File: src/common/tkt_consts.svh
// Register offsets, field positions, reset values and timing counts of the tick timer.
`ifndef TKT_CONSTS_SVH
`define TKT_CONSTS_SVH

`define TKT_OFF_MODE      8'h00
`define TKT_OFF_STATUS    8'h04
`define TKT_OFF_CLEARING  8'h08
`define TKT_OFF_SNAPSHOT  8'h0c
`define TKT_OFF_IRQ_MASK  8'h10
`define TKT_OFF_IRQ_STAT  8'h14

`define TKT_MODE_RESET    32'h000fffff
`define TKT_LIMIT_LSB     0
`define TKT_LIMIT_W       20
`define TKT_TALLY_LSB     20
`define TKT_TALLY_W       12
`define TKT_EN_BIT        24
`define TKT_IRQEN_BIT     25
`define TKT_FLAG_BIT      0

`define TKT_PRESCALE      16
`define TKT_PRE_W         4

`define TKT_EV_REACHED    0
`define TKT_EV_TALLYWRAP  1
`define TKT_EV_W          2

`endif

File: src/common/tkt_pkg.sv
// Types shared by the tick timer design files.
package tkt_pkg;

    typedef enum logic [1:0] {
        TKT_RD_IDLE = 2'b00,
        TKT_RD_RESP = 2'b01
    } tkt_rd_state_t;

    typedef enum logic [1:0] {
        TKT_WR_IDLE = 2'b00,
        TKT_WR_RESP = 2'b01
    } tkt_wr_state_t;

endpackage : tkt_pkg

File: src/tkt_prescaler.sv
// Prescaler that emits one tick every PRESCALE clock cycles while not frozen.
`timescale 1ns/10ps

module tkt_prescaler #(
    parameter int PRESCALE = 16,
    parameter int PRE_W    = 4
) (
    input  wire logic SYS_CLK,    // System clock.
    input  wire logic SYS_RST,    // Asynchronous reset, active high.
    input  wire logic freeze,     // Holds the divider while high.
    output logic      tick        // One-cycle pulse at clock divided by PRESCALE.
);

    typedef struct packed {
        logic [PRE_W-1:0] count;
    } tkt_pre_state_t;

    tkt_pre_state_t state;
    tkt_pre_state_t next_state;

    // Count the divider; the tick is decoded from the count so a freeze never swallows it.
    always_comb begin
        next_state = state;
        if (!freeze) begin
            if (state.count == PRE_W'(PRESCALE - 1)) begin
                next_state.count = '0;
            end else begin
                next_state.count = state.count + 1'b1;
            end
        end
    end

    // Register the divider state.
    always_ff @(posedge SYS_CLK or posedge SYS_RST) begin
        if (SYS_RST) begin
            state <= '0;
        end else begin
            state <= next_state;
        end
    end

    // Tick marks the last unfrozen cycle of each divider period.
    assign tick = !freeze && (state.count == PRE_W'(PRESCALE - 1));

endmodule : tkt_prescaler

File: src/tkt_tick_timer.sv
// Periodic interval tick timer with an AXI4-Lite register slave.
// What this block does
// - 20-bit counter, 12-bit tally, advance at clock/16.
// - Count up, wrap at limit, bump tally.
// - Limit sets flag; interrupt if enabled.
// - Limit writes never restart the counters.
// - Clearing read returns counts, clears tally, flag.
// - Tally counts intervals since last clearing read.
// - Snapshot read returns counts without side effects.
// - Enable resets low, acts only at zero.
// - Disabled counter finishes interval then holds zero.
// - Debug state freezes both counters.
// - Interval lasts limit plus one ticks.
// - Mode: limit low, enable 24, irq-enable 25.
// - Register offsets and reset values as mapped.
// - Count in 19:0, tally in 31:20.
// - Status shows flag at bit 0 only.
//
// Implementation choice: register access over AXI4-Lite.
`timescale 1ns/10ps
`include "tkt_consts.svh"

module tkt_tick_timer #(
    parameter int LIMIT_W = `TKT_LIMIT_W,
    parameter int TALLY_W = `TKT_TALLY_W
) (
    input  wire logic        SYS_CLK,         // 40 MHz system clock.
    input  wire logic        SYS_RST,         // Asynchronous reset, active high.
    input  wire logic        DEBUG_HALT,      // Core is in debug state.
    input  wire logic [7:0]  S_AXI_AWADDR,    // Write address.
    input  wire logic        S_AXI_AWVALID,   // Write address valid.
    output logic             S_AXI_AWREADY,   // Write address ready.
    input  wire logic [31:0] S_AXI_WDATA,     // Write data.
    input  wire logic [3:0]  S_AXI_WSTRB,     // Write byte strobes.
    input  wire logic        S_AXI_WVALID,    // Write data valid.
    output logic             S_AXI_WREADY,    // Write data ready.
    output logic [1:0]       S_AXI_BRESP,     // Write response.
    output logic             S_AXI_BVALID,    // Write response valid.
    input  wire logic        S_AXI_BREADY,    // Write response ready.
    input  wire logic [7:0]  S_AXI_ARADDR,    // Read address.
    input  wire logic        S_AXI_ARVALID,   // Read address valid.
    output logic             S_AXI_ARREADY,   // Read address ready.
    output logic [31:0]      S_AXI_RDATA,     // Read data.
    output logic [1:0]       S_AXI_RRESP,     // Read response.
    output logic             S_AXI_RVALID,    // Read data valid.
    input  wire logic        S_AXI_RREADY,    // Read data ready.
    output logic             TICK_IRQ,        // Tick interrupt, level high.
    output logic             EVENT_IRQ        // Masked event interrupt, level high.
);

    localparam logic [1:0] RESP_OKAY   = 2'b00;
    localparam logic [1:0] RESP_SLVERR = 2'b10;

    // ------------------------------------------------------------------
    // State
    // ------------------------------------------------------------------

    typedef struct packed {
        logic [LIMIT_W-1:0]    limit;
        logic                  en_req;
        logic                  irq_en;
        logic                  en_active;
        logic [LIMIT_W-1:0]    counter;
        logic [TALLY_W-1:0]    tally;
        logic                  flag;
        logic [`TKT_EV_W-1:0]  ev_stat;
        logic [`TKT_EV_W-1:0]  ev_mask;
        tkt_pkg::tkt_wr_state_t wr_state;
        logic                  aw_held;
        logic                  w_held;
        logic [7:0]            aw_addr;
        logic [31:0]           w_data;
        logic [3:0]            w_strb;
        logic [1:0]            bresp;
        tkt_pkg::tkt_rd_state_t rd_state;
        logic [31:0]           rdata;
        logic [1:0]            rresp;
        logic                  tick_irq;
        logic                  event_irq;
    } tkt_state_t;

    tkt_state_t state;
    tkt_state_t next_state;
    logic       tick;

    // ------------------------------------------------------------------
    // Clock divider
    // ------------------------------------------------------------------

    // Divider frozen with the counters during debug.
    tkt_prescaler #(
        .PRESCALE (`TKT_PRESCALE),
        .PRE_W    (`TKT_PRE_W)
    ) u_prescaler (
        .SYS_CLK (SYS_CLK),
        .SYS_RST (SYS_RST),
        .freeze  (DEBUG_HALT),
        .tick    (tick)
    );

    // ------------------------------------------------------------------
    // Next-state logic
    // ------------------------------------------------------------------

    logic                 step;
    logic                 reached;
    logic                 clr_read;
    logic                 do_write;
    logic [31:0]          wmask;
    logic [31:0]          mode_img;
    logic [31:0]          count_img;
    logic [`TKT_EV_W-1:0] ev_set;

    // Counter, register and bus behaviour in one pass.
    always_comb begin
        next_state = state;
        mode_img   = 32'h0;
        mode_img[LIMIT_W-1:0]       = state.limit;
        mode_img[`TKT_EN_BIT]       = state.en_req;
        mode_img[`TKT_IRQEN_BIT]    = state.irq_en;
        count_img  = {state.tally, state.counter};
        wmask      = {{8{state.w_strb[3]}}, {8{state.w_strb[2]}},
                      {8{state.w_strb[1]}}, {8{state.w_strb[0]}}};

        // Tick gated counting. The divider freezes in debug.
        step     = tick && !DEBUG_HALT && state.en_active;
        reached  = step && (state.counter == state.limit);
        clr_read = 1'b0;
        do_write = 1'b0;

        if (step) begin
            if (reached) begin
                next_state.counter = '0;
            end else begin
                next_state.counter = state.counter + 1'b1;
            end
        end

        // Enable acts only at zero. Hold zero while disabled.
        if ((next_state.counter == '0) && !DEBUG_HALT) begin
            next_state.en_active = state.en_req;
        end

        // Read channel.
        case (state.rd_state)
            tkt_pkg::TKT_RD_IDLE: begin
                if (S_AXI_ARVALID) begin
                    next_state.rd_state = tkt_pkg::TKT_RD_RESP;
                    next_state.rresp    = RESP_OKAY;
                    case (S_AXI_ARADDR[7:2])
                        6'(`TKT_OFF_MODE >> 2):     next_state.rdata = mode_img;
                        6'(`TKT_OFF_STATUS >> 2):   next_state.rdata = {31'h0, state.flag};
                        6'(`TKT_OFF_CLEARING >> 2): begin
                            next_state.rdata = count_img;
                            clr_read         = 1'b1;
                        end
                        6'(`TKT_OFF_SNAPSHOT >> 2): next_state.rdata = count_img;
                        6'(`TKT_OFF_IRQ_MASK >> 2): next_state.rdata = 32'(state.ev_mask);
                        6'(`TKT_OFF_IRQ_STAT >> 2): next_state.rdata = 32'(state.ev_stat);
                        default: begin
                            next_state.rdata = 32'h0;
                            next_state.rresp = RESP_SLVERR;
                        end
                    endcase
                end
            end
            tkt_pkg::TKT_RD_RESP: begin
                if (S_AXI_RREADY) begin
                    next_state.rd_state = tkt_pkg::TKT_RD_IDLE;
                end
            end
            default: next_state.rd_state = tkt_pkg::TKT_RD_IDLE;
        endcase

        // Clearing read resets tally and flag. Increment wins.
        if (clr_read) begin
            next_state.tally = reached ? TALLY_W'(1) : '0;
            next_state.flag  = reached;
        end else if (reached) begin
            next_state.tally = state.tally + 1'b1;
            next_state.flag  = 1'b1;
        end

        // Write channel: address and data taken in either order.
        if (S_AXI_AWVALID && !state.aw_held && state.wr_state == tkt_pkg::TKT_WR_IDLE) begin
            next_state.aw_held = 1'b1;
            next_state.aw_addr = S_AXI_AWADDR;
        end
        if (S_AXI_WVALID && !state.w_held && state.wr_state == tkt_pkg::TKT_WR_IDLE) begin
            next_state.w_held = 1'b1;
            next_state.w_data = S_AXI_WDATA;
            next_state.w_strb = S_AXI_WSTRB;
        end
        ev_set = '0;
        ev_set[`TKT_EV_REACHED]   = reached;
        ev_set[`TKT_EV_TALLYWRAP] = reached && !clr_read && (state.tally == '1);
        case (state.wr_state)
            tkt_pkg::TKT_WR_IDLE: begin
                if (state.aw_held && state.w_held) begin
                    do_write            = 1'b1;
                    next_state.aw_held  = 1'b0;
                    next_state.w_held   = 1'b0;
                    next_state.wr_state = tkt_pkg::TKT_WR_RESP;
                    next_state.bresp    = RESP_OKAY;
                end
            end
            tkt_pkg::TKT_WR_RESP: begin
                if (S_AXI_BREADY) begin
                    next_state.wr_state = tkt_pkg::TKT_WR_IDLE;
                end
            end
            default: next_state.wr_state = tkt_pkg::TKT_WR_IDLE;
        endcase

        // Event status: set beats a write-one clear.
        next_state.ev_stat = state.ev_stat;
        if (do_write) begin
            case (state.aw_addr[7:2])
                6'(`TKT_OFF_MODE >> 2): begin
                    mode_img = (mode_img & ~wmask) | (state.w_data & wmask);
                    next_state.limit  = mode_img[LIMIT_W-1:0];
                    next_state.en_req = mode_img[`TKT_EN_BIT];
                    next_state.irq_en = mode_img[`TKT_IRQEN_BIT];
                end
                6'(`TKT_OFF_IRQ_MASK >> 2): begin
                    if (state.w_strb[0]) begin
                        next_state.ev_mask = state.w_data[`TKT_EV_W-1:0];
                    end
                end
                6'(`TKT_OFF_IRQ_STAT >> 2): begin
                    if (state.w_strb[0]) begin
                        next_state.ev_stat = state.ev_stat & ~state.w_data[`TKT_EV_W-1:0];
                    end
                end
                6'(`TKT_OFF_STATUS >> 2), 6'(`TKT_OFF_CLEARING >> 2),
                6'(`TKT_OFF_SNAPSHOT >> 2): begin
                    next_state.bresp = RESP_OKAY;
                end
                default: next_state.bresp = RESP_SLVERR;
            endcase
        end
        next_state.ev_stat = next_state.ev_stat | ev_set;

        next_state.tick_irq  = next_state.flag && next_state.irq_en;
        next_state.event_irq = |(next_state.ev_stat & next_state.ev_mask);
    end

    // ------------------------------------------------------------------
    // State register
    // ------------------------------------------------------------------

    // Register the whole block state.
    always_ff @(posedge SYS_CLK or posedge SYS_RST) begin
        if (SYS_RST) begin
            state          <= '0;
            state.limit    <= LIMIT_W'(`TKT_MODE_RESET);
            state.rd_state <= tkt_pkg::TKT_RD_IDLE;
            state.wr_state <= tkt_pkg::TKT_WR_IDLE;
        end else begin
            state <= next_state;
        end
    end

    // ------------------------------------------------------------------
    // Outputs
    // ------------------------------------------------------------------

    // All outputs come from state flip-flops; the ready and valid lines are decoded from the state.
    assign S_AXI_AWREADY = !state.aw_held && (state.wr_state == tkt_pkg::TKT_WR_IDLE);
    assign S_AXI_WREADY  = !state.w_held && (state.wr_state == tkt_pkg::TKT_WR_IDLE);
    assign S_AXI_BVALID  = (state.wr_state == tkt_pkg::TKT_WR_RESP);
    assign S_AXI_BRESP   = state.bresp;
    assign S_AXI_ARREADY = (state.rd_state == tkt_pkg::TKT_RD_IDLE);
    assign S_AXI_RVALID  = (state.rd_state == tkt_pkg::TKT_RD_RESP);
    assign S_AXI_RDATA   = state.rdata;
    assign S_AXI_RRESP   = state.rresp;
    assign TICK_IRQ      = state.tick_irq;
    assign EVENT_IRQ     = state.event_irq;

    // ------------------------------------------------------------------
    // Assertions
    // ------------------------------------------------------------------

    logic [4:0] since_step;

    // Cycles since the last counter step, saturating, for the step spacing check.
    always_ff @(posedge SYS_CLK or posedge SYS_RST) begin
        if (SYS_RST) begin
            since_step <= 5'h1f;
        end else if (step) begin
            since_step <= 5'h00;
        end else if (since_step != 5'h1f) begin
            since_step <= since_step + 5'h01;
        end
    end
endmodule : tkt_tick_timer

File: config.mk
export PLATFORM = sky130hd
export DESIGN_NAME = tkt_tick_timer
export DESIGN_NICKNAME = d
export VERILOG_FILES = /design/src/common/tkt_pkg.sv /design/src/tkt_prescaler.sv /design/src/tkt_tick_timer.sv
export VERILOG_INCLUDE_DIRS = /design/src /design/src/common
export SDC_FILE = /design/constraint.sdc
export NUM_CORES = 1
export LEC_CHECK = 0
export ABC_AREA = 1
export BUFFER_PORTS_ARGS = -buffer_cell sky130_fd_sc_hd__clkbuf_2
export CAP_MARGIN = 20
export CORE_UTILIZATION = 35
export CTS_CLUSTER_DIAMETER = 200
export DETAILED_ROUTE_END_ITERATION = 8
export MAX_ROUTING_LAYER = met4
export SYNTH_ARGS = -nofsm -noshare
export SYNTH_HDL_FRONTEND = slang
export SYNTH_HIERARCHICAL = 1
export SYNTH_SLANG_ARGS = --single-unit
File: constraint.sdc
create_clock -name SYS_CLK -period 5.3 [get_ports SYS_CLK]
set_input_delay 0.795 -clock SYS_CLK [delete_from_list [all_inputs] [get_ports SYS_CLK]]
set_output_delay 0.795 -clock SYS_CLK [all_outputs]
set_load 0.1 [all_outputs]
==> results of run 1 <==
registers in the layout, summed over array words and instances, names as in the netlist:
signal	flops
u_prescaler/state	4
S_AXI_RDATA	32
EVENT_IRQ	1
count_img	32
S_AXI_RRESP	1
S_AXI_BRESP	2
TICK_IRQ	1
state	64
routing by layer:
layer | global-route usage | part of all wire | vias up
li1 | - | - | 2957
met5 | - | 0 | -
met3 | 0.0341 | 0.044 | 22
met4 | 0.0693 | 0.019 | 0
met1 | 0.252 | 0.52 | 2563
met2 | 0.254 | 0.42 | 125
power by group:
part           leakage, nW  switching [mW]  total (mW)  internal, mW
Sequential            1.66           0.109        1.37          1.26
Clock                0.272           0.457        1.14         0.682
Combinational         2.13           0.536       0.739         0.204
Total                 4.06            1.10        3.25          2.15
metrics by stage:
step	hold WS [ps]	power, mW	setup slack [ps]	instances	instance area [um^2]
floorplan	448	1.98	984	928	7110
global placement	464	2.12	1940	1224	7530
CTS	251	3.28	2100	1256	8100
detailed placement	466	2.14	1880	1224	7530
global route	262	3.44	1760	1256	8100
finish	254	3.25	2160	1256	8100
cell usage after synthesis:
library cell,count
nand2_1,285
dfrtp_1,117
inv_1,115
nor2_1,102
o21ai_0,44
buf_4,36
a21oi_1,33
nand3_1,31
o22ai_1,21
clkbuf_1,20
dfstp_2,20
inv_2,18
nor2_2,12
mux2_2,9
nand2_2,8
nand4_1,8
xor2_1,7
o31ai_1,6
nor3_1,5
ha_1,3
buf_2,2
buf_6,2
nand3_2,2
nor3_2,2
nor3_4,2
o21ai_1,2
xnor2_1,2
a211oi_1,1
a21o_1,1
a221oi_1,1
clkinv_1,1
conb_1,1
nand3b_1,1
nor2_4,1
nor3b_1,1
nor3b_2,1
o211ai_1,1
o21a_1,1
o41ai_1,1
or2_1,1
or3b_2,1
kinds of logic (layout without fill, tap and decap cells):
| kind of cell | after synthesis | after routing | share of synthesized area |
|---|---|---|---|
| adders and majority gates | 3 | 3 | 0.00528 |
| other | 1 | 1 | 0.000527 |
| xor gates and xnor gates | 9 | 9 | 0.0111 |
| DFF | 137 | 137 | 0.486 |
| buffers and inverters | 194 | 257 | 0.124 |
| AOI/OAI and AO/OA | 112 | 112 | 0.0871 |
| muxes | 9 | 9 | 0.0143 |
| and+or+nand+nor | 463 | 463 | 0.272 |
how the worst min path moves through the flow:
stage / from / to / slack [ps] / depth (start not counted)
detailed placement: S_AXI_RDATA[11] / S_AXI_RDATA[11] / 470 / 2
finish: SYS_RST / u_prescaler/state[0] / 250 / 2
global route: SYS_RST / u_prescaler/state[0] / 260 / 2
CTS: SYS_RST / u_prescaler/state[0] / 250 / 2
global placement: S_AXI_RDATA[24] / S_AXI_RDATA[24] / 460 / 2
floorplan: S_AXI_RRESP[1] / S_AXI_RRESP[1] / 450 / 2
area by class of cell:
type,count,area [um^2],area share
multi-input combinational,597,2780,0.343
clock buffer,22,474,0.0586
inverter,134,505,0.0624
tap,265,332,0.0409
clock inverter,10,93.8,0.0116
sequential,137,3450,0.426
timing repair buffer,91,465,0.0575
==> out/metrics.cfg, run 1 <==
[logic_synthesis]
ys_seq_area_frac = 0.486
yosys_register_bits = 137
synth_top_area_share = 0.412
synth.avg_cell_area_um2 = 7.66
synthTopCellsByArea = dfrtp_1 41%, nand2_1 15%, dfstp_2 7.4%, inv_1 6.1%, nor2_1 5.4%
syn_area_mm2 = 0.00711
synth_warnings = 6
synth_top_area_cell = dfrtp_1
synth_nets = 991
ys_types = 41
syn-instance-count = 928

[cells_and_area]
layout-drive-gt1-share = 0.200
fill_cells = 2054
area_growth_pct = 13.9
final_common_cell = nand2_1
final_cell_mix = 285 x nand2_1, 117 x dfrtp_1, 114 x inv_1, 102 x nor2_1, 87 x clkbuf_2
finalNetCount = 1041
utilization = 0.411
diodes = 0

[worst_setup_path]
required_ps = 5600
critPathMaxStageDelay_ps = 450
worst_setup_path_start_kind = register
critPathArrivalTime_ps = 3440
rrSetupSlack_ps = 2160
critPathCapture = count_img[30]
crit_family = simple AND/OR/NAND/NOR gates
cp_num_buf_inv = 0
worstReg2RegEnd = count_img[30]
cp_slowest_cell = nand3_2
path_cells = ha_1, nand3_1, nor2_1, nand3_1, nor2_1, nand2_1, nor2_1, nand3_2, nor2_2, nand2_1, nor2_1, nand2_1, nor2_1, nor3b_2
end_kind = register
worstSetupPathType = register to register
startpoint = u_prescaler/state[1]
critPathMaxFanout = 21
crit_path_frequent_cell = nor2_1
cp.depth = 14
rr_startpoint = u_prescaler/state[1]
reg2regPathDepth = 14

[grt]
grt_pass1_vias = 5351
grt_pass1_wl_um = 27400
antenna_found_initial = 0
grt_use_total = 0.179
overflow = 0
grt_start_max_net_pins = 51

[clock_network]
post_cts_buffers = 0
cts-root-buf = clkbuf_16
numCtsBuffers = 17
tritoncts = done
cts_hold_buf = 0
path_clk_slew_ps = 60
worstSkewPairLatency_ps = 430
cts_resized = 0
cts.sinks = 137
htree_num_levels = 4
ctsLongestPathBuffers = 2

[drt]
antenna_left = 0
routed_wl_um = 16800
first_iter_violations = 341
vias_per_cell = 4.51
via_count = 5667
dr.pass1.iters = 5
detail_route.drc_violations = 0
wl_per_cell_um = 13.4

[die]
rows = 51
io_pins = 103
core_area_mm2 = 0.0197
die_h_um = 145
fp.dieW_um = 145
start_util = 0.361
die-area_mm2 = 0.0209

[sta]
rsz0062_at_grt = no
clock.fmax_ghz = 0.318
fin_crit_ps = 3140
fin_skew_ps = 9.60
setup_viol = 0
hold_viol_final = 0
timing_max_transition_violations_final = 0
relSlewSlack = 0.421
tightest_slew_ps = 866
period_share = 0.593
setup_tns_ps = 0

[placed_design]
place.port_buffers = 87
hpwl_um = 12200
gp_congestion = 0.905

[power]
peakVddDrop_mv = 0.352
p_per_area_mw_per_mm2 = 401
p_leak_nw = 4.06

[outcome]
status = complete, no violations

[run]
max_cap_viol_count = 0

[min_path]
min_path_type = primary input to async pin

Power figures use the tool's default switching activity.
==> run 2, diff against run 1 <==
Settings changed: ABC_AREA 1 to 0.
Clock period 5.3 ns to 2.9 ns, I/O delays scaled along.
==> run 2 against run 1 <==
  * Clock power increased by 130%
  * Routed wire length decreased by 5.6%
  * Clock-buffer cell count decreased by 2
  * Sequential power rose by 110%
  * Area after synthesis down 2.7%
  * First-iteration DRC count grew 2.3%
  * Fmax is 17% higher
  * Sequential cell count is the same
  * Core utilization increased by 0.91 points
==> out/metrics.cfg, run 2 <==
[worst_setup_path]
cp_slowest_cell = or4b_1
end_kind = register
required_ps = 3200
critPathMaxFanout = 5
rrSetupSlack_ps = 220
critPathMaxStageDelay_ps = 450
worst_setup_path_start_kind = register
path_cells = ha_1, and4b_2, and3b_1, nand4_2, or4b_1, a211oi_1, a41oi_1, mux2_1
worstSetupPathType = register to register
worstReg2RegEnd = state[125]
reg2regPathDepth = 8
rr_startpoint = u_prescaler/state[0]
critPathArrivalTime_ps = 2990

[cells_and_area]
diodes = 0
final_area_mm2 = 0.00814
instances_no_fill = 977
top_register = state
finalNetCount = 762
final_common_cell = dfrtp_1
final_cell_mix = 117 x dfrtp_1, 87 x clkbuf_2, 68 x nand2_1, 60 x mux2_2, 30 x nor2_1
area_growth_pct = 17.7
largest_register_ffs = 64
layout-drive-gt1-share = 0.333

[logic_synthesis]
syn_area_mm2 = 0.00692
synth_warnings = 6
ys_types = 63
synth_ff_type = dfrtp_1
synthTopCellsByCount = 117 x dfrtp_1, 68 x nand2_1, 60 x mux2_2
yosys_register_bits = 137
synth.avg_cell_area_um2 = 10.7
syn-instance-count = 645
synth_top_area_cell = dfrtp_1
synth_nets = 708
ys_seq_area_frac = 0.499
synthArstFlopShare = 1.00
synthTopCellsByArea = dfrtp_1 42%, mux2_2 9.8%, dfstp_2 7.6%, buf_4 4.8%, nand2_1 3.7%
synth_top_area_share = 0.423
synth-edff-count = 0
synth_most_common_cell = dfrtp_1

[drt]
detail_route.drc_violations = 0
wl_per_cell_um = 16.3
routed_wl_um = 15900
dr.pass1.iters = 4
antenna_left = 0
vias_per_cell = 5.03
first_iter_violations = 349
via_count = 4914

[clock_network]
numCtsBuffers = 17
path_clk_slew_ps = 60
cts.sinks = 137
tritoncts = done
ctsLongestPathBuffers = 2
post_cts_buffers = 0
cts_resized = 0
htree_num_levels = 4
cts-root-buf = clkbuf_16
worstSkewPairLatency_ps = 420

[sta]
fin_crit_ps = 2680
period_share = 0.925
relSlewSlack = 0.617
tightest_slew_ps = 573
setup_viol = 0
rsz0062_at_grt = no
clock.fmax_ghz = 0.373
hold_viol_final = 0
timing_max_transition_violations_final = 0
fin_skew_ps = 8.90
setup_tns_ps = 0

[power]
pwr-share-clk = 0.379
peakVddDrop_mv = 0.886
internal_power_mw = 4.86
p_leak_nw = 3.76
p_per_area_mw_per_mm2 = 845
p_comb_frac = 0.208
seqPwrFrac = 0.413
switching_power_mw = 2.02
switching_share = 0.294

[die]
core_area_mm2 = 0.0194
rows = 51
io_pins = 103
fp.dieW_um = 143
die_h_um = 143
die-area_mm2 = 0.0203
start_util = 0.357

[grt]
overflow = 0
antenna_found_initial = 0
grt_use_total = 0.177
grt_pass1_vias = 4944
grt_start_max_net_pins = 52
grt_pass1_wl_um = 26700

[min_path]
min_path_type = primary input to register
min-delay-start = S_AXI_BREADY
min_path_cells = 2
whs_endpoint = state[86]

[run]
max_cap_viol_count = 0

[placed_design]
gp_congestion = 0.867
placed_cell_area_mm2 = 0.00743
place_inst = 944
hpwl_um = 11500
place.port_buffers = 87

[outcome]
status = complete, no violations

run 2: changes by cell type in the layout (fill, tap and decap cells not counted), sizes merged, moves of 20 or more:
cell,delta
mux2,+52
inv,-123
nor2,-85
a22oi,+20
a21oi,-21
nor4,+20
nand2,-224
o22ai,-20
run 2: critical path: cells and delay by family (launching register included):
family,cells,cell delay [ps]
simple gates,4,1080
compound gates,2,470
flops,1,420
mux,1,340
fa+ha+maj,1,250
run 2: final cells by class:
type	instances	area (um^2)
fillers	1932	11300
flip-flops and latches	137	3450
multi-input cells	421	2980
clock buffers	20	437
inverters	12	48.8
well taps	265	332
clock inverters	12	272
repair buffers	110	623
run 2: power groups by stage:
stage / Clock [mW] / Combinational (mW) / Sequential [mW]
2_1_floorplan: 0 / 1.20 / 2.71
5_1_grt: 2.74 / 1.57 / 2.91
3_3_place_gp: 0 / 1.41 / 2.85
6_report: 2.61 / 1.43 / 2.84
3_5_place_dp: 0 / 1.44 / 2.86
4_1_cts: 2.66 / 1.45 / 2.83
run 2: worst max-delay path by stage:
stage | start | endpoint
after floorplan | u_prescaler/state[0] | state[125]
after global placement | u_prescaler/state[0] | state[125]
after detailed placement | u_prescaler/state[0] | state[125]
after CTS | u_prescaler/state[0] | state[125]
after global routing | u_prescaler/state[0] | state[125]
final | u_prescaler/state[0] | state[125]
run 2: routing by layer:
layer | vias up | routed length [um] | global-route usage
li1 | 2370 | - | -
met1 | 2382 | 7770 | 0.246
met2 | 135 | 6930 | 0.247
met3 | 27 | 918 | 0.0414
met4 | 0 | 278 | 0.0696
met5 | - | 0 | -
run 2: per-stage QoR:
step	power, mW	util	setup WS, ps	hold WS, ps
floorplan	3.90	-	375	201
detailed placement	4.30	0.383	177	349
global route	7.22	0.420	28.3	173
finish	6.88	0.420	218	182
global placement	4.26	0.383	200	351
CTS	6.94	0.420	154	167
run 2: cells by family (layout without fill, tap and decap cells):
| logic type | count (synthesis) | after routing | share of synthesized area |
|---|---|---|---|
| compound gates | 101 | 101 | 0.0973 |
| flops | 137 | 137 | 0.499 |
| other cells | 1 | 1 | 0.000542 |
| simple gates | 209 | 209 | 0.167 |
| xor+xnor | 42 | 42 | 0.0532 |
| fa+ha+maj | 3 | 3 | 0.00543 |
| mux | 65 | 65 | 0.105 |
| buf+inv | 87 | 154 | 0.0725 |
run 2: timing repair:
item | in CTS | in global routing
hold endpoints to repair | 4 | 0
hold buffers | 1 | 0
endpoints found under the setup margin | 0 | 1
==> run 3, diff against run 2 <==
Settings changed: CORE_UTILIZATION 35 to 40.
==> run 3 against run 2 <==
  * Global-route usage grew 2.7 points
  * Clock power down 11%
  * Clock skew shrank 2.0 ps
  * Routed wire length rose by 3.4%
  * Die area fell by 12%
  * Final cell count is 4.5% lower
  * Non-clock buffer count is 1 higher
  * Worst hold slack barely moved
  * First-iteration DRC count is 4.6% lower
  * Critical path type unchanged
  * Highest routed layer unchanged
==> out/metrics.cfg, run 3 (synthesis results as in run 2) <==
[clock_network]
post_cts_buffers = 0
worstSkewPairLatency_ps = 420
ctsLongestPathBuffers = 2
numCtsBuffers = 17
cts-root-buf = clkbuf_16
tritoncts = done
htree_num_levels = 4
cts.sinks = 137
path_clk_slew_ps = 60

[power]
p_per_area_mw_per_mm2 = 826
peakVddDrop_mv = 1.02
p_leak_nw = 3.74
finalPower_mw = 6.64

[worst_setup_path]
reg2regPathDepth = 9
rrSetupSlack_ps = 260
worst_setup_path_start_kind = register
worstSetupPathType = register to register
critPathArrivalTime_ps = 2950
end_kind = register
rr_startpoint = u_prescaler/state[1]
worstReg2RegEnd = state[125]
required_ps = 3210
critPathMaxFanout = 5

[cells_and_area]
instances_no_fill = 933
finalNetCount = 763
final_common_cell = dfrtp_1
area_growth_pct = 16.1
top_register = state
largest_register_ffs = 64
final_area_mm2 = 0.00803
fill_cells = 1547
final_cell_mix = 117 x dfrtp_1, 87 x clkbuf_2, 68 x nand2_1, 60 x mux2_2, 30 x nor2_1
utilization = 0.479
diodes = 0
layout-drive-gt1-share = 0.341

[sta]
period_share = 0.911
relSlewSlack = 0.410
setup_tns_ps = 0
timing_max_transition_violations_final = 0
hold_viol_final = 0
setup_ws_ps = 259
tightest_slew_ps = 885
fin_skew_ps = 6.94
timing.hold.ws_ps = 181
fin_crit_ps = 2640
rsz0062_at_grt = no
setup_viol = 0
clock.fmax_ghz = 0.379

[drt]
vias_per_cell = 5.30
first_iter_violations = 333
via_count = 4942
wl_per_cell_um = 17.6
routed_wl_um = 16400
dr.pass1.iters = 5
antenna_left = 0
detail_route.drc_violations = 0

[placed_design]
place.port_buffers = 87
placed_cell_area_mm2 = 0.00738
place_inst = 900
hpwl_um = 11900
gp_congestion = 0.867
pre_cts_ws_ps = 221

[die]
core_area_mm2 = 0.0168
die_h_um = 134
rows = 47
fp.dieW_um = 134
start_util = 0.413
io_pins = 103
die-area_mm2 = 0.0178

[grt]
grt_start_max_net_pins = 81
overflow = 0
grt_use_total = 0.204
grt_pass1_vias = 5005
grt_pass1_wl_um = 27100
antenna_found_initial = 0

[min_path]
min_path_type = primary input to register
min-delay-start = S_AXI_BREADY
whs_endpoint = state[86]
min_path_cells = 2

[run]
max_cap_viol_count = 0

[outcome]
status = complete, no violations

run 3: cell types whose count changed in the layout (fill, tap and decap cells not counted), sizes merged:
cell | before | now
inv | 11 | 14
clkinvlp | 1 | 2
clkbuf | 107 | 105
clkinv | 4 | 6
buf | 22 | 23
bufinv | 8 | 4
run 3: what timing repair did:
action,4_1_cts,5_1_grt
hold endpoints to repair,4,0
gates resized for setup,0,2
hold buffers,1,0
setup endpoints to repair,0,1
run 3: final cells by class:
type	instances	area (um^2)	share of cell area
Clock buffer	18	439	0.0547
Clock inverter	14	195	0.0243
Inverter	12	48.8	0.00608
Multi-Input combinational cell	421	2990	0.372
Sequential cell	137	3450	0.430
Tap cell	220	275	0.0343
Timing Repair Buffer	111	631	0.0785
run 3: worst max path at each step:
stage,from,end,slack (ps),cells after the start
2_1_floorplan,u_prescaler/state[0],state[125],370,9
3_3_place_gp,u_prescaler/state[0],state[125],250,8
3_5_place_dp,u_prescaler/state[0],state[125],220,8
4_1_cts,u_prescaler/state[0],state[125],200,8
5_1_grt,u_prescaler/state[0],state[125],2,8
6_report,u_prescaler/state[1],state[125],260,9
run 3: where the power goes:
group | switching (mW) | internal (mW)
clock network | 0.862 | 1.47
registers | 0.403 | 2.45
logic | 0.828 | 0.622
total | 2.09 | 4.54
run 3: worst max-delay path, stage by stage, from the launching register on:
cell	delay [ps]
dfrtp_1	400
ha_1	230
and4b_2	330
nand3b_4	120
buf_4	170
nor4_1	360
nand3_1	190
mux2i_1	160
a41oi_1	230
mux2_1	340
run 3: per-layer routing:
layer | share of wire | up-vias | track usage
li1 | - | 2358 | -
met1 | 0.46 | 2437 | 0.274
met2 | 0.47 | 127 | 0.304
met3 | 0.054 | 20 | 0.0495
met4 | 0.015 | 0 | 0.0663
met5 | 0 | - | -
